$ cat src/rtl/exc_entry_pkg.sv
// constants and types for the exception entry unit
package exc_entry_pkg;

    localparam int          STATUS_W      = 8;
    localparam int          BIT_IMASK     = 7;
    localparam int          BIT_FMASK     = 6;
    localparam int          BIT_COMP      = 5;
    localparam logic [4:0]  MODE_USER     = 5'h10;
    localparam logic [4:0]  MODE_FAST     = 5'h11;
    localparam logic [4:0]  MODE_IRQ      = 5'h12;
    localparam logic [4:0]  MODE_SUPER    = 5'h13;
    localparam logic [4:0]  MODE_ABORT    = 5'h17;
    localparam logic [4:0]  MODE_UNDEF    = 5'h1B;
    localparam logic [4:0]  MODE_SYSTEM   = 5'h1F;
    localparam logic [7:0]  STATUS_RESET  = 8'hD3;

    localparam logic [31:0] VEC_RESET     = 32'h0000_0000;
    localparam logic [31:0] VEC_UNDEF     = 32'h0000_0004;
    localparam logic [31:0] VEC_TRAP      = 32'h0000_0008;
    localparam logic [31:0] VEC_PABORT    = 32'h0000_000C;
    localparam logic [31:0] VEC_DABORT    = 32'h0000_0010;
    localparam logic [31:0] VEC_RESERVED  = 32'h0000_0014;
    localparam logic [31:0] VEC_IRQ       = 32'h0000_0018;
    localparam logic [31:0] VEC_FAST      = 32'h0000_001C;

    localparam logic [31:0] OFS_2         = 32'h0000_0002;
    localparam logic [31:0] OFS_4         = 32'h0000_0004;
    localparam logic [31:0] OFS_8         = 32'h0000_0008;

    // register map over the bus
    localparam logic [11:0] ADDR_CTRL     = 12'h000;
    localparam logic [11:0] ADDR_STATUS   = 12'h004;
    localparam logic [11:0] ADDR_SAVED    = 12'h008;
    localparam logic [11:0] ADDR_VECTOR   = 12'h00C;
    localparam logic [11:0] ADDR_LINK     = 12'h010;
    localparam logic [11:0] ADDR_CAUSE    = 12'h014;
    localparam logic [11:0] ADDR_PC       = 12'h018;

    typedef enum logic [2:0] {
        EXC_NONE,
        EXC_RESET,
        EXC_DABORT,
        EXC_FAST,
        EXC_IRQ,
        EXC_PABORT,
        EXC_UNDEF,
        EXC_TRAP
    } exc_t;

endpackage

$ cat src/rtl/exc_entry_unit.sv
// exception entry sequencer with apb status and control registers
`timescale 1ns/1ps
`default_nettype none
module exc_entry_unit
    import exc_entry_pkg::*;
(
    // apb
    input  wire logic        pclk,
    input  wire logic        presetn,
    input  wire logic        psel,
    input  wire logic        penable,
    input  wire logic        pwrite,
    input  wire logic [11:0] paddr,
    input  wire logic [31:0] pwdata,
    output logic      [31:0] prdata,
    output logic             pready,
    output logic             pslverr,
    // interrupt inputs
    input  wire logic        fast_irq_n,
    input  wire logic        normal_irq_n,
    // pipeline events
    input  wire logic        instr_end,
    input  wire logic [31:0] instr_pc,
    input  wire logic        data_abort,
    input  wire logic        prefetch_abort_at_exec,
    input  wire logic        undef_instr,
    input  wire logic        software_trap,
    input  wire logic        exc_return,
    // core redirection
    output logic             vector_load,
    output logic      [31:0] vector_addr,
    output logic      [4:0]  exc_mode,
    output logic             data_squash,
    output logic             core_locked
);
    import exc_entry_pkg::*;

    typedef struct packed {
        logic [1:0]          fsync;
        logic [STATUS_W-1:0] current_status_word;
        logic [STATUS_W-1:0] saved_status_word;
        logic [31:0]         return_link_reg;
        logic [31:0]         abort_link;
        logic [31:0]         fast_mode_link;
        logic [31:0]         interrupt_mode_link;
        logic [31:0]         undefined_mode_link;
        logic [31:0]         supervisor_link;
        logic [31:0]         pc;
        logic                pend_fast;
        logic                vload;
        logic [31:0]         vaddr;
        logic                squash;
        logic                locked;
        exc_t                cause;
        logic [31:0]         rdata;
    } state_t;

    state_t s;
    state_t next_s;

    // --------------------------------------------------------------
    // helpers
    // --------------------------------------------------------------
    function automatic logic mode_valid(input logic [4:0] m);
        return m == MODE_USER || m == MODE_FAST || m == MODE_IRQ ||
               m == MODE_SUPER || m == MODE_ABORT ||
               m == MODE_UNDEF || m == MODE_SYSTEM;
    endfunction

    // status word after entry: mode, interrupt mask (fast mask on fast entry only), compressed bit cleared
    function automatic logic [STATUS_W-1:0] enter_word(
        input logic [STATUS_W-1:0] cur,
        input logic [4:0]          mode,
        input logic                set_fast);
        logic [STATUS_W-1:0] w;
        w = cur;
        w[4:0] = mode;
        w[BIT_COMP] = 1'b0;
        w[BIT_IMASK] = 1'b1;
        if (set_fast)
        begin
            w[BIT_FMASK] = 1'b1;
        end
        return w;
    endfunction

    // link step for traps, half a word in compressed state
    function automatic logic [31:0] trap_ofs(input logic compressed);
        logic [31:0] o;
        o = OFS_4;
        if (compressed)
        begin
            o = OFS_2;
        end
        return o;
    endfunction

    // any address up to ADDR_PC, the last word of the register map
    function automatic logic addr_mapped(input logic [11:0] a);
        return a <= ADDR_PC;
    endfunction

    // vector of each entry; the reserved slot is never produced
    function automatic logic [31:0] vector_of(input exc_t k);
        logic [31:0] v;
        case (k)
            EXC_UNDEF:  v = VEC_UNDEF;
            EXC_TRAP:   v = VEC_TRAP;
            EXC_PABORT: v = VEC_PABORT;
            EXC_DABORT: v = VEC_DABORT;
            EXC_IRQ:    v = VEC_IRQ;
            EXC_FAST:   v = VEC_FAST;
            default:    v = VEC_RESET;
        endcase
        return v;
    endfunction

    // register read mux, unmapped words read as zero
    function automatic logic [31:0] read_word(
        input logic [11:0] a,
        input state_t      st);
        logic [31:0] d;
        d = 32'h0000_0000;
        if (a == ADDR_CTRL)
        begin
            d = {31'h0, st.locked};
        end
        else if (a == ADDR_STATUS)
        begin
            d = {24'h00_0000, st.current_status_word};
        end
        else if (a == ADDR_SAVED)
        begin
            d = {24'h00_0000, st.saved_status_word};
        end
        else if (a == ADDR_VECTOR)
        begin
            d = st.vaddr;
        end
        else if (a == ADDR_LINK)
        begin
            d = st.return_link_reg;
        end
        else if (a == ADDR_CAUSE)
        begin
            d = {29'h0, st.cause};
        end
        else if (a == ADDR_PC)
        begin
            d = st.pc;
        end
        return d;
    endfunction

    // priority of entries pending in the same cycle
    function automatic exc_t pick_entry(
        input logic dab,
        input logic fst,
        input logic irq,
        input logic pab,
        input logic und,
        input logic trp);
        exc_t k;
        if (dab)
        begin
            k = EXC_DABORT;
        end
        else if (fst)
        begin
            k = EXC_FAST;
        end
        else if (irq)
        begin
            k = EXC_IRQ;
        end
        else if (pab)
        begin
            k = EXC_PABORT;
        end
        else if (trp)
        begin
            k = EXC_TRAP;
        end
        else if (und)
        begin
            k = EXC_UNDEF;
        end
        else
        begin
            k = EXC_NONE;
        end
        return k;
    endfunction

    logic comp;
    logic fast_req;
    logic irq_req;
    exc_t entry;
    logic acc;

    // --------------------------------------------------------------
    // next state
    // --------------------------------------------------------------
    always_comb
    begin
        next_s = s;
        next_s.vload = 1'b0;
        next_s.squash = 1'b0;
        comp = s.current_status_word[BIT_COMP];
        acc = psel && penable;
        next_s.fsync = {s.fsync[0], fast_irq_n};
        // fast interrupt sampled at instruction end, and on data abort entry
        fast_req = instr_end && !s.fsync[1] &&
                   !s.current_status_word[BIT_FMASK];
        irq_req = instr_end && !normal_irq_n &&
                  !s.current_status_word[BIT_IMASK];
        // one entry per cycle, highest priority first
        entry = pick_entry(data_abort, s.pend_fast || fast_req, irq_req,
                           prefetch_abort_at_exec, undef_instr,
                           software_trap);

        if (instr_end)
        begin
            next_s.pc = instr_pc;
        end

        if (s.locked)
        begin
            next_s.locked = 1'b1;
        end
        else if (entry == EXC_DABORT)
        begin
            next_s.squash = 1'b1;
            next_s.abort_link = instr_pc + OFS_8;
            next_s.return_link_reg = instr_pc + OFS_8;
            next_s.saved_status_word = s.current_status_word;
            next_s.current_status_word =
                enter_word(s.current_status_word, MODE_ABORT, 1'b0);
            next_s.vload = 1'b1;
            next_s.cause = EXC_DABORT;
            // unmasked fast interrupt follows straight after
            next_s.pend_fast = !s.fsync[1] &&
                               !s.current_status_word[BIT_FMASK];
        end
        else if (entry == EXC_FAST)
        begin
            next_s.pend_fast = 1'b0;
            next_s.fast_mode_link = (s.pend_fast ? VEC_DABORT : instr_pc)
                                    + OFS_4;
            next_s.return_link_reg = next_s.fast_mode_link;
            next_s.saved_status_word = s.current_status_word;
            next_s.current_status_word =
                enter_word(s.current_status_word, MODE_FAST, 1'b1);
            next_s.vload = 1'b1;
            next_s.cause = EXC_FAST;
        end
        else if (entry == EXC_IRQ)
        begin
            next_s.interrupt_mode_link = instr_pc + OFS_4;
            next_s.return_link_reg = instr_pc + OFS_4;
            next_s.saved_status_word = s.current_status_word;
            next_s.current_status_word =
                enter_word(s.current_status_word, MODE_IRQ, 1'b0);
            next_s.vload = 1'b1;
            next_s.cause = EXC_IRQ;
        end
        else if (entry == EXC_PABORT)
        begin
            next_s.abort_link = instr_pc + OFS_4;
            next_s.return_link_reg = instr_pc + OFS_4;
            next_s.saved_status_word = s.current_status_word;
            next_s.current_status_word =
                enter_word(s.current_status_word, MODE_ABORT, 1'b0);
            next_s.vload = 1'b1;
            next_s.cause = EXC_PABORT;
        end
        else if (entry == EXC_UNDEF)
        begin
            next_s.undefined_mode_link = instr_pc + trap_ofs(comp);
            next_s.return_link_reg = next_s.undefined_mode_link;
            next_s.saved_status_word = s.current_status_word;
            next_s.current_status_word =
                enter_word(s.current_status_word, MODE_UNDEF, 1'b0);
            next_s.vload = 1'b1;
            next_s.cause = EXC_UNDEF;
        end
        else if (entry == EXC_TRAP)
        begin
            next_s.supervisor_link = instr_pc + trap_ofs(comp);
            next_s.return_link_reg = next_s.supervisor_link;
            next_s.saved_status_word = s.current_status_word;
            next_s.current_status_word =
                enter_word(s.current_status_word, MODE_SUPER, 1'b0);
            next_s.vload = 1'b1;
            next_s.cause = EXC_TRAP;
        end
        else if (exc_return)
        begin
            next_s.current_status_word = s.saved_status_word;
            next_s.cause = EXC_NONE;
        end
        else if (acc && pwrite && paddr == ADDR_STATUS)
        begin
            next_s.current_status_word = pwdata[STATUS_W-1:0];
        end
        else if (acc && pwrite && paddr == ADDR_SAVED)
        begin
            next_s.saved_status_word = pwdata[STATUS_W-1:0];
        end

        if (!mode_valid(next_s.current_status_word[4:0]))
        begin
            next_s.locked = 1'b1;
        end

        // vector follows the entry taken this cycle
        if (next_s.vload)
        begin
            next_s.vaddr = vector_of(next_s.cause);
        end

        // register reads
        next_s.rdata = read_word(paddr, s);
    end

    // --------------------------------------------------------------
    // state register
    // --------------------------------------------------------------
    always_ff @(posedge pclk or negedge presetn)
    begin
        if (!presetn)
        begin
            s <= '0;
            s.fsync <= 2'b11;
            s.current_status_word <= STATUS_RESET;
            s.vload <= 1'b1;
            s.vaddr <= VEC_RESET;
            s.cause <= EXC_RESET;
        end
        else
        begin
            s <= next_s;
        end
    end

    // --------------------------------------------------------------
    // outputs
    // --------------------------------------------------------------
    assign pready = 1'b1;
    assign pslverr = psel && penable && !addr_mapped(paddr);
    assign prdata = s.rdata;
    assign vector_load = s.vload;
    assign vector_addr = s.vaddr;
    assign exc_mode = s.current_status_word[4:0];
    assign data_squash = s.squash;
    assign core_locked = s.locked;

endmodule
`default_nettype wire

$ cat config.mk
export PLATFORM = sky130hd
export DESIGN_NAME = exc_entry_unit
export DESIGN_NICKNAME = d
export VERILOG_FILES = /design/src/rtl/exc_entry_pkg.sv /design/src/rtl/exc_entry_unit.sv
export SDC_FILE = /design/constraint.sdc
export NUM_CORES = 1
export LEC_CHECK = 0
export BUFFER_PORTS_ARGS = -buffer_cell sky130_fd_sc_hd__buf_4
export CORE_ASPECT_RATIO = 0.8
export CORE_MARGIN = 5
export CORE_UTILIZATION = 40
export CTS_BUF_LIST = sky130_fd_sc_hd__clkbuf_16
export CTS_CLUSTER_SIZE = 14
export DETAILED_ROUTE_END_ITERATION = 16
export GPL_ROUTABILITY_DRIVEN = 0
export GPL_TIMING_DRIVEN = 0
export PLACE_DENSITY_LB_ADDON = 0.1
export SKIP_LAST_GASP = 1
export SLEW_MARGIN = 20
export SYNTH_ARGS = -nofsm -noshare
export SYNTH_HDL_FRONTEND = slang
export SYNTH_SLANG_ARGS = --single-unit
$ cat constraint.sdc
create_clock -name pclk -period 2.5 [get_ports pclk]
set_input_delay 0.25 -clock pclk [delete_from_list [all_inputs] [get_ports pclk]]
set_output_delay 0.25 -clock pclk [all_outputs]
set_load 0.02 [all_outputs]
==> results.md, run 1 <==
Finish:
- The final design area excluding fillers is 0.0109 sq mm.
- The number of inserted diodes is 0.
- Relative to the synthesized area, the layout overhead comes to 24.8%.
- The fraction of final layout cells with drive strength greater than 1 is 0.293.
- The number of nets in the finished design is 1234.
- Once layout is complete, the utilization of the core stands at 0.505.

Global route:
- The wire length of the first global-routing pass is 48200 um.
- The leftover overflow at the end of global routing is 0.
- The via count of the first global-routing pass is 8054.
- Entering global routing, the biggest net connects 67 pins.
- The initial antenna violation count is 0.
- The overall fraction of global-route tracks in use is 0.252.

Logic synthesis:
- The number of flops mapped to enable cells by yosys is 0.
- After synthesis, the mean cell area works out to 8.84 sq um.
- The post-synthesis xor/xnor area fraction is 0.0594.
- Counting instances in the post-synthesis netlist gives the leading cell types as dfrtp_1, nand2_1, buf_4.
- The simple-gate share of the synthesized area is 0.176.
- The fraction of registers with async set/reset is 1.00.
- In the synthesized netlist the dominant register cell turns out to be dfrtp_1.
- The cell count after synthesis is 984.
- Of the total synthesized cell area, the portion taken by full adders, half adders and majority gates is 0.00950.
- The multiplexer area fraction after synthesis is 0.0750.
- In the post-synthesis netlist, the cell with the most instances is dfrtp_1.
- Summing every instance area after synthesis gives 0.00870 sq mm.
- The synthesized flop and latch total is 124.
- The post-synthesis compound-gate area fraction came to 0.214.
- After synthesis, the largest family of logic cells by area is compound AO/OA/AOI/OAI gates.
- The sequential-to-total area share from yosys stat is 0.358.
- During synthesis, Yosys emitted a total of 0 warnings.
- The area share of the largest cell type after synthesis is 0.331.
- The largest total area in the synthesized netlist belongs to dfrtp_1.
- Yosys mapped the design onto 79 distinct sky130hd cell types.
- Sorting the synthesized cells by area gives the leading types as dfrtp_1, buf_4, xnor2_1.

Clock tree:
- The later-pin clock latency in the skew report is 440 ps.
- The H-tree was split into 4 levels.
- Buffers inserted during clock tree synthesis total 17.
- The root buffer selected by CTS is clkbuf_16.
- The number of buffers on the longest clock path is 2.
- The clock net sink count is 124.
- TritonCTS built the clock tree.
- Clock-pin slew was measured on the worst setup and hold paths at 60 ps.

Floorplan:
- The die is 142 um tall.
- The initial core utilization is 0.405.
- In this run the standard cell core region covers 0.0215 sq mm.
- The count of boundary I/O pins is 163.
- The overall die area is 0.0248 sq mm.
- Measured along the x axis, the die boundary spans 175 um.
- The number of rows created at floorplan is 48.

Timing:
- The maximum clock skew at final layout is 7.41 ps.
- Setup repair after global routing could not meet its margin everywhere.
- The total negative setup slack is 0 ps.
- The total count of hold-check failures in the final report was 0.
- Across all setup checks in the final design, the least slack found is 15.3 ps.
- The count of final max-slew check failures was 0.
- The post-route clock period utilization is 0.994.
- Timing would allow up to 402 MHz.
- The clock period could shrink to 2480 ps.
- Setup violations remaining at the end of the flow were counted as 0.
- For the pin with the worst max-slew slack, the measured transition is 835 ps.
- The worst pin sits at a relative slew slack of 0.438.

Worst setup path:
- The category of the worst setup path capture point is a flip-flop.
- By startpoint and endpoint, the worst setup path is classified as reg2reg.
- The critical path startpoint category is a flip-flop.
- At the worst endpoint, the required time is 2840 ps.
- Of all nets on the critical path, the largest fanout is 10.
- STA puts the critical path data arrival time at 2820 ps.

Route:
- The detailed-routing iteration count for the pre-antenna-repair pass is 5.
- The remaining antenna violation count is 0.
- The detailed router's first-iteration violation count is 1183.
- The total via count after detailed routing is 8660.
- The post-detailed-route DRC marker count is 0.
- The detailed-route wire length is 32200 um.
- The routed wire length per instance is 22.5 um.
- The via density per instance is 6.07.

Power and ir drop:
- Power spread over the standard cell area amounts to 509 mW/mm^2.
- Summed over all cells, the static leakage comes to 4.78 nW.
- The peak ir drop on the vdd network is 0.371 mV.

Placement:
- Once placement finished, the instance area stood at 0.00984 sq mm.
- The worst setup timing slack at the placement stage is -680 ps.
- After legalization and detailed placement, the total HPWL measured 23100 um.
- Buffers placed on the I/O ports in this run total 86.

Min path:
- The type of the worst min-delay path is in2reg.

Status:
- The flow ran to the end, and the final reports show no timing, DRC or antenna violations.

Flow run:
- The total of max-cap violations is 0.
[worst max-delay path, stage by stage (launching register included)]
cell	delay, ps
dfstp_2	660
nor3b_4	120
buf_4	170
o41ai_4	480
buf_6	250
a32oi_1	130
nor3_1	260
nor4_2	70
a211oi_1	240
[worst paths after layout]
| check | start | end | slack (ps) | cells past startpoint |
|---|---|---|---|---|
| max | s[310] | s[286] | 20 | 8 |
| min | instr_pc[0] | s[71] | 60 | 2 |
| max reg2reg | s[310] | s[286] | 20 | 8 |
| min reg2reg | next_s[312] | s[312] | 360 | 0 |
| max in group asynchronous | presetn | s[281] | 1450 | 3 |
| min in group asynchronous | presetn | s[300] | 330 | 2 |
[kinds of logic (layout without fill, tap and decap cells)]
logic type | count (synthesis) | in the layout
AOI/OAI and AO/OA | 266 | 266
muxes | 61 | 61
other | 2 | 30
buffers and inverters | 168 | 308
DFF | 124 | 124
xor gates and xnor gates | 59 | 59
and+or+nand+nor | 298 | 298
adders and majority gates | 6 | 6
[power by group]
part | internal (W) | total [W] | switching (W)
logic | 0.000267 | 0.000691 | 0.000424
clock network | 0.00169 | 0.00273 | 0.00104
registers | 0.00207 | 0.00210 | 0.0000352
total | 0.00402 | 0.00552 | 0.00150
[cell usage in the layout (no fill, tap or decap), drive strengths merged, types with 19 or more instances in the layout]
| cell type | synthesis | layout |
|---|---|---|
| buf | 101 | 210 |
| conb | 2 | 30 |
| a22o | 30 | 30 |
| xnor2 | 47 | 47 |
| nor2 | 52 | 52 |
| nand3 | 31 | 31 |
| inv | 19 | 24 |
| mux2i | 28 | 28 |
| o21ai | 55 | 55 |
| nand4 | 25 | 25 |
| o22ai | 19 | 19 |
| nand2 | 91 | 91 |
| mux2 | 33 | 33 |
| nor3 | 32 | 32 |
| clkbuf | 48 | 62 |
| a21oi | 53 | 53 |
| dfrtp | 115 | 115 |
[cell type report]
class | instances | area (sq um)
sequential | 124 | 3120
fill | 2096 | 10600
timing repair buffer | 110 | 858
clock buffer | 17 | 425
buffer | 147 | 896
multi-input combinational | 720 | 4930
clock inverter | 15 | 211
inverter | 19 | 71.3
tap | 275 | 344
[state kept, by name, indices dropped and copies added (netlist names)]
signal       cells
s               79
prdata          32
exc_mode         5
vector_addr      3
comp             1
core_locked      1
data_squash      1
next_s           1
vector_load      1
[stage by stage]
stage / hold slack (ps) / cells / power [W]
after floorplan: -45.6 / 1012 / 0.00254
after global placement: 348 / 1373 / 0.00277
after detailed placement: 214 / 1375 / 0.00279
after CTS: 54.9 / 1415 / 0.00553
after global routing: 57.8 / 1427 / 0.00571
final: 61.8 / 1427 / 0.00552
[timing repair]
action / in CTS / in global routing
pin swaps: 4 / 10
hold buffers: 2 / 0
hold endpoints to repair: 53 / 0
setup endpoints to repair: 45 / 33
resized for setup: 24 / 37
setup buffers: 7 / 13
[metal layers]
layer | part of all wire | up-vias | GRT usage
li1 | - | 3855 | -
met1 | 0.45 | 4206 | 0.369
met2 | 0.41 | 525 | 0.355
met3 | 0.11 | 74 | 0.0749
met4 | 0.021 | 0 | 0.0814
met5 | 0 | - | 0
Note: power is estimated with default switching activity, not from simulation.
==> inputs of run 2 (changes only) <==
--- a/config.mk
+++ b/config.mk
@@ -5,6 +5,7 @@
 export SDC_FILE = /design/constraint.sdc
 export NUM_CORES = 1
 export LEC_CHECK = 0
+export ABC_AREA = 1
 export BUFFER_PORTS_ARGS = -buffer_cell sky130_fd_sc_hd__buf_4
 export CORE_ASPECT_RATIO = 0.8
 export CORE_MARGIN = 5
==> run 2 against run 1 <==
  * Register-to-register slack improved by 40 ps
  * Highest routed layer unchanged
  * Synthesized cell count rose by 51%
  * Sequential power rose by 35%
  * Die area rose by 12%
  * Critical path type unchanged
==> results.md, run 2 <==
Timing:
- The smallest clock period supported by the final layout is computed as 2450 ps.
- The final-layout worst hold slack is 49.4 ps.
- For this run, the top clock speed supported by timing is 409 MHz.
- The total setup violations reported at the end of the flow is 0.
- Dividing the final minimum period by the clock period gives 0.979.
- The count of final max-slew check failures came to 0.
- Clock skew on the completed layout was measured at 9.57 ps.
- Setup repair after global routing could not meet its margin everywhere.
- The total negative setup slack is 0 ps.
- The smallest setup slack after layout is 52.7 ps.
- The total count of hold-check failures in the final report is 0.
- Measured against its own limit, the worst slew margin works out to 0.413.
- The transition time at the pin with the least slew margin is 881 ps.

Floorplan:
- The horizontal die dimension is 185 um.
- The floorplan step defined a die boundary enclosing 0.0278 sq mm.
- 163 I/O pins were placed.
- For this configuration, the core starts out at a cell density of 0.404.
- The number of rows created at floorplan is 51.
- Measured along the y axis, the die boundary spans 150 um.
- The floorplan step defined a core boundary enclosing 0.0242 sq mm.

Logic synthesis:
- The synthesized flop and latch total is 124.
- The area share of the largest cell type after synthesis is 0.293.
- The synthesized area divided by synthesized cell count is 6.59 sq um.
- For this run, asynchronously set or reset flops after synthesis account for 1.00.
- In this run the cell area of the synthesized design comes to 0.00981 sq mm.
- The cell count after synthesis is 1487.
- The sequential-to-total area share from yosys stat is 0.318.
- The total of warnings raised by yosys is 0.
- In the synthesized netlist, the cells that appear most often are nand2_1, nor2_1, inv_1.
- Summed over all instances, the cell type with the most area after synthesis is dfrtp_1.
- The leading register cell type out of synthesis is dfrtp_1.
- Counting flops with a built-in enable in the synthesized netlist gives 0.
- By area the synthesized netlist is led by dfrtp_1, nand2_1, nor2_1.
- The number of different library cells in the post-synthesis netlist is 52.
- Yosys instantiated no cell more often than nand2_1.

Power and ir drop:
- Summed over all nets, the switching power comes to 0.00308 W.
- The ratio of total power to cell area is 688 mW/mm^2.
- The share of total power dissipated in sequential elements is 0.350.
- The part of the power in the clock network is 0.314.
- Summing internal, switching and leakage power gives 0.00807 W.
- The static leakage is 5.86 nW.
- The worst-case IR drop observed on VDD is 0.501 mV.
- The share of total power dissipated in combinational logic is 0.336.
- Of the total power, the share spent switching nets is 0.381.
- The internal power of the cells totals 0.00499 W.

Global route:
- In the global route stage, overall resource usage came out at 0.264.
- For this run, global-route usage on met2 was measured as 0.366.
- The via count of the first global-routing pass was 9472.
- In the global route stage, met1 resource usage came out at 0.398.
- The initial antenna violation count is 0.
- The wire length of the first global-routing pass is 55700 um.
- For this run the aggregate overflow at the end of global routing stands at 0.
- The most congested layer reported by global routing is met1.
- The met3 routing resource usage after global routing is 0.0719.
- The largest net degree at the start of global routing is 86.

Worst setup path:
- The worst stage delay on the critical path is 510 ps.
- Traced cell by cell, the critical path runs through inv_1 -> ha_1 -> a21oi_1 -> inv_1 -> nand2_1 -> nor2_1 -> nand2_1 -> nand2_1 -> nand2_1 -> nand2_1 -> nand2_1 -> nand2_1 -> nand2_1 -> nand2_1 -> a21oi_1.
- The slack of the worst reg-to-reg path is 50 ps.
- The master of the slowest instance on the critical path is a21oi_1.
- STA classifies the critical path startpoint as a flip-flop.
- The worst setup path is of the reg2reg kind.
- The length in cells of the worst reg-to-reg path is 15.
- The critical path buffer and inverter count is 2.
- In this run the critical register-to-register path is launched from comp.
- In this design, the largest share of critical-path delay is due to simple AND/OR/NAND/NOR gates.
- In this run the worst path has a maximum fanout of 4.
- The worst setup path is captured at a flip-flop.
- In this design, the critical path's most frequently occurring cell is nand2_1.
- The destination of the worst register-to-register timing path is s[293].
- For the worst setup path, the data arrival time is 2800 ps.
- The critical path data required time is 2850 ps.

Placement:
- Input and output buffers added on the ports amount to 87.
- Counting tap cells, the placed design contains a total of 1921 instances.
- Once detailed placement completed, the half-perimeter wirelength came to 28200 um.
- Timing analysis after detailed placement gives a worst setup slack of -564 ps.

Finish:
- The library cell used most frequently in the layout, excluding fill and tap cells, is nand2_1.
- The area growth from synthesis to final layout is 19.7%.
- The register with the most flip-flops in the layout has 79 of them.
- Of the cells placed in the final design, the portion with a size suffix greater than 1 is 0.189.
- The final instance count without filler cells is 1962.
- The filler cell count is 2547.
- The register name with the most flops is s.
- The library cells used most frequently in the layout, excluding fill and tap cells, are nand2_1, buf_4, nor2_1.
- 0 antenna diodes ended up in the layout.
- The number of nets in the finished design is 1726.

Route:
- After detailed routing, the average wire length per cell comes to 18.9 um.
- The detailed router's first-iteration violation count is 1054.
- The detailed-route wire length is 37100 um.
- The remaining antenna violation count is 0.
- For this run, design rule violations remaining after detail routing come to 0.
- The via density per instance is 5.28.
- The routed layout has 10400 vias.
- The detailed-routing iteration count for the pre-antenna-repair pass is 9.

Flow run:
- The total of max-cap violations is 0.

Clock tree:
- The later-pin clock latency in the skew report is 430 ps.
- The number of clock buffers inserted by TritonCTS is 17.
- In this run the deepest clock path goes through 2 buffers.
- The CTS tree is built.
- In this run the number of H-tree levels came out at 4.
- The clock transition at the register clock pins on the worst setup and hold paths after CTS is 60 ps.
- In this run the clock root is driven by a clkbuf_16.
- The clock net sink count is 124.

Min path:
- The startpoint identified for the worst hold timing path is instr_pc[0].
- For hold timing, the worst endpoint is s[71].
- The type of the worst min-delay path is in2reg.
- The hold path depth is 3.

Status:
- The run finished with clean final reports.
## run 2: timing repair
item | 4_1_cts | 5_1_grt
gates resized for setup | 9 | 19
buffers inserted | 0 | 9
pin swaps | 0 | 5
endpoints found under the setup margin | 18 | 23
cloned | 0 | 0
hold endpoints to repair | 33 | 0
hold buffers | 2 | 0
## run 2: kinds of logic (layout without fill, tap and decap cells)
family                     after synthesis  after routing  share of synthesized area
other                                    2             30                   0.000766
buffers and inverters                  283            412                      0.146
adders and majority gates                6              6                    0.00842
DFF                                    124            124                      0.318
AOI/OAI and AO/OA                      225            225                      0.131
and+or+nand+nor                        777            777                      0.334
xor gates and xnor gates                70             70                     0.0625
## run 2: worst reg2reg max path, stage by stage (launching register included)
cell and delay [ps]:
dfrtp_1 430, inv_1 150, ha_1 250, a21oi_1 510, inv_1 130, nand2_1 170, nor2_1 100, nand2_1 60
nand2_1 50, nand2_1 60, nand2_1 60, nand2_1 70, nand2_1 50, nand2_1 90, nand2_1 60, a21oi_1 140
## run 2: worst max-delay path by stage
stage               startpoint      to  slack (ps)  depth (start not counted)
floorplan                s[70]  s[279]         260                         13
global placement         s[70]  s[279]        -550                         13
detailed placement       s[70]  s[279]        -560                         13
CTS                     s[309]  s[290]          20                         12
global route              comp  s[293]         -50                         15
finish                    comp  s[293]          50                         15
## run 2: layout make-up
cell class / count / area, sq um / share of cell area
inverter: 143 / 537 / 0.0457
sequential: 124 / 3110 / 0.265
timing repair buffer: 99 / 776 / 0.0661
tap: 318 / 398 / 0.0339
buffer: 138 / 898 / 0.0766
clock buffer: 17 / 425 / 0.0363
clock inverter: 15 / 160 / 0.0136
multi-input combinational: 1108 / 5430 / 0.462
## run 2: power by group through the flow
stage | Combinational [W] | Sequential, W | Clock, W
after floorplan | 0.00181 | 0.00269 | 0
after global placement | 0.00255 | 0.00283 | 0
after detailed placement | 0.00258 | 0.00284 | 0
after CTS | 0.00260 | 0.00281 | 0.00256
after global routing | 0.00299 | 0.00287 | 0.00263
final | 0.00271 | 0.00283 | 0.00253
## run 2: metal layers
layer / part of all wire / vias up
li1: - / 4934
met1: 0.46 / 4772
met2: 0.40 / 576
met3: 0.11 / 74
met4: 0.027 / 0
met5: 0 / -
## run 2: metrics by stage
step	cell area [sq um]	util
4_1_cts	11600	0.479
2_1_floorplan	9910	-
6_report	11700	0.484
3_3_place_gp	11000	0.452
3_5_place_dp	11000	0.454
5_1_grt	11700	0.484
==> inputs of run 3 (changes only) <==
--- a/config.mk
+++ b/config.mk
@@ -6,7 +6,8 @@
 export NUM_CORES = 1
 export LEC_CHECK = 0
 export ABC_AREA = 1
-export BUFFER_PORTS_ARGS = -buffer_cell sky130_fd_sc_hd__buf_4
+export BUFFER_PORTS_ARGS = -buffer_cell sky130_fd_sc_hd__buf_2
+export CAP_MARGIN = 10
 export CORE_ASPECT_RATIO = 0.8
 export CORE_MARGIN = 5
 export CORE_UTILIZATION = 40
==> run 3 against run 2 <==
  * Clock power down 9.9%
  * Combinational power down 1%
  * Via count is 0.54% lower
  * Non-clock buffer count unchanged
  * Critical path type unchanged
==> results.md, run 3 (synthesized netlist as in run 2, its figures left out) <==
Status:
- The flow ran to the end, and the final reports show no timing, DRC or antenna violations.

Timing:
- Across all hold checks on the routed design, the worst slack comes to 69.4 ps.
- The time the final worst path needs with I/O delays and setup is 2450 ps.
- At the pin with the least slew margin, the transition time is 936 ps.
- On the final layout, the worst clock skew is 9.65 ps.
- The total count of hold-check failures in the final report is 0.
- The timing-limited maximum frequency is 408 MHz.
- Setup repair after global routing could not meet its margin everywhere.
- The smallest setup slack after layout is 46.5 ps.
- Measured against its own limit, the worst slew margin works out to 0.376.
- The count of final max-slew check failures is 0.
- The total setup violations reported at the end of the flow is 0.
- In the finished design, the share of the clock period the worst path needs comes to 0.981.

Clock tree:
- After clock tree synthesis, the clock-pin slew on the worst setup and hold paths is 60 ps.
- TritonCTS built the clock tree.
- The clock net sink count is 124.
- The H-tree depth reported by CTS is 4.
- TritonCTS created 17 clock buffers.
- The later-pin clock latency in the skew report is 430 ps.
- The root buffer selected by CTS is clkbuf_16.
- The longest clock path from root to sink contains 2 buffers.

Floorplan:
- The floorplan has 51 rows.
- The initial utilization of the core area, before any placement, comes to 0.404.
- In this run the standard cell core region covers 0.0242 sq mm.
- The die height is 150 um.
- The die covers 0.0278 sq mm.
- The count of boundary I/O pins is 163.
- Measured along the x axis, the die boundary spans 185 um.

Finish:
- The number of nets in the finished design is 1726.
- Leaving out fill and tap cells, the most frequent cell in the layout is nand2_1.
- The final instance count without filler cells is 1962.
- The fraction of final layout cells with drive strength greater than 1 is 0.190.
- The number of inserted diodes is 0.
- The register name with the most flops is s.
- At the end of the flow the core is filled with cells to 0.473.
- The flip-flop count of the largest register, all copies and words added is 79.
- In the layout the commonest cells are nand2_1, nor2_1, inv_1.
- Relative to the synthesized area, the layout overhead comes to 16.9%.

Route:
- Dividing the detail-routed via count by the number of cells gives 5.25.
- The count of nets left with antenna violations once routing finished came out at 0.
- The routed wire length per instance is 18.8 um.
- After detailed routing, the number of remaining DRC violations is 0.
- The first routing iteration left 1173 violations.
- The total via count after detailed routing is 10300.
- The detailed-route wire length is 36900 um.
- Before antenna repair, the detailed router went through 6 iterations.

Power and ir drop:
- The peak ir drop on the vdd network is 0.487 mV.
- The analysis attributes to cell leakage a power of 5.78 nW.
- Power spread over the standard cell area amounts to 678 mW/mm^2.
- The total power is 0.00777 W.

Placement:
- The estimated wirelength of the detail-placed design is 28000 um.
- After detailed placement, the design holds a cell count of 1921.
- The number of buffers added on ports is 87.
- The worst setup timing slack at the placement stage is -553 ps.

Worst setup path:
- On the worst path, the slowest cell contributes a delay of 570 ps.
- The category of the worst setup path capture point is a flip-flop.
- The critical path buffer and inverter count is 2.
- Data on the critical path arrives at its endpoint at 2770 ps.
- The master of the slowest instance on the critical path is dfstp_2.
- Walking the worst path, the cells encountered are nor2_2 -> a21oi_4 -> buf_4 -> a21oi_1 -> nand2_2 -> clkbuf_4 -> o21ai_1 -> a21oi_1 -> nand2_1 -> nand2_1 -> nand2_1.
- The critical path's top delay family is simple AND/OR/NAND/NOR gates.
- The type of the worst setup path is reg2reg.
- The library cell appearing most often on the critical path is nand2_1.
- Along the worst path, the maximum fanout reaches 10.
- STA puts the critical path data required time at 2810 ps.
- STA classifies the critical path startpoint as a flip-flop.

Global route:
- The initial antenna violation count is 0.
- The total overflow left after global routing is 0.
- The overall fraction of global-route tracks in use is 0.263.
- Entering global routing, the biggest net connects 83 pins.
- The wire length of the first global-routing pass is 55400 um.
- The via count of the first global-routing pass is 9499.

Flow run:
- The total of max-cap violations is 0.

Min path:
- The type of the worst min-delay path is in2reg.
-- run 3: cell types whose count changed in the layout (fill, tap and decap cells not counted), sizes merged --
cell,before,now
bufinv,3,0
clkinv,6,8
inv,146,147
-- run 3: final timing paths --
| kind | from | end | slack (ps) | depth (start not counted) |
|---|---|---|---|---|
| min in group asynchronous | presetn | s[86] | 280 | 2 |
| hold reg to reg | next_s[312] | s[312] | 360 | 0 |
| max in group asynchronous | presetn | vector_load | 1450 | 3 |
| setup reg to reg | s[309] | s[292] | 50 | 11 |
| setup / recovery | s[309] | s[292] | 50 | 11 |
| hold / removal | instr_pc[0] | s[71] | 70 | 3 |
-- run 3: area by class of cell --
cell class | instances | area, sq um
Clock inverter | 15 | 101
Clock buffer | 17 | 425
Timing Repair Buffer | 98 | 553
Sequential cell | 124 | 3110
Buffer | 139 | 913
Multi-Input combinational cell | 1108 | 5420
Inverter | 143 | 537
Tap cell | 318 | 398
Fill cell | 2613 | 12800
-- run 3: worst reg2reg max path: cells and delay by family (launching register included) --
| kind | cells | cell delay, ps |
|---|---|---|
| AOI/OAI and AO/OA | 4 | 550 |
| buffers and inverters | 2 | 500 |
| DFF | 1 | 570 |
| and+or+nand+nor | 5 | 690 |
-- run 3: per-stage QoR --
step           cell area, sq um  setup TNS (ps)
2_1_floorplan              9910               0
3_3_place_gp              10700          -72570
3_5_place_dp              10800           -5580
4_1_cts                   11400           -30.8
5_1_grt                   11500           -51.2
6_report                  11500               0
-- run 3: metal layers --
layer,track usage,up-vias,part of all wire
li1,-,4925,-
met1,0.389,4728,0.45
met2,0.369,574,0.40
met3,0.0761,73,0.12
met4,0.0796,0,0.026
met5,0,-,0
-- run 3: repair_timing --
item,4_1_cts,5_1_grt
setup endpoints to repair,21,20
endpoints found under the hold margin,35,0
resized for setup,11,21
pin swaps,0,5
buffers inserted,0,8
hold buffers,2,0
-- run 3: power by group --
part	total [W]	switching (W)	internal, W	leakage [nW]
combinational	0.00267	0.00174	0.000933	3.95
clock	0.00228	0.00102	0.00126	0.260
sequential	0.00282	0.000349	0.00247	1.57
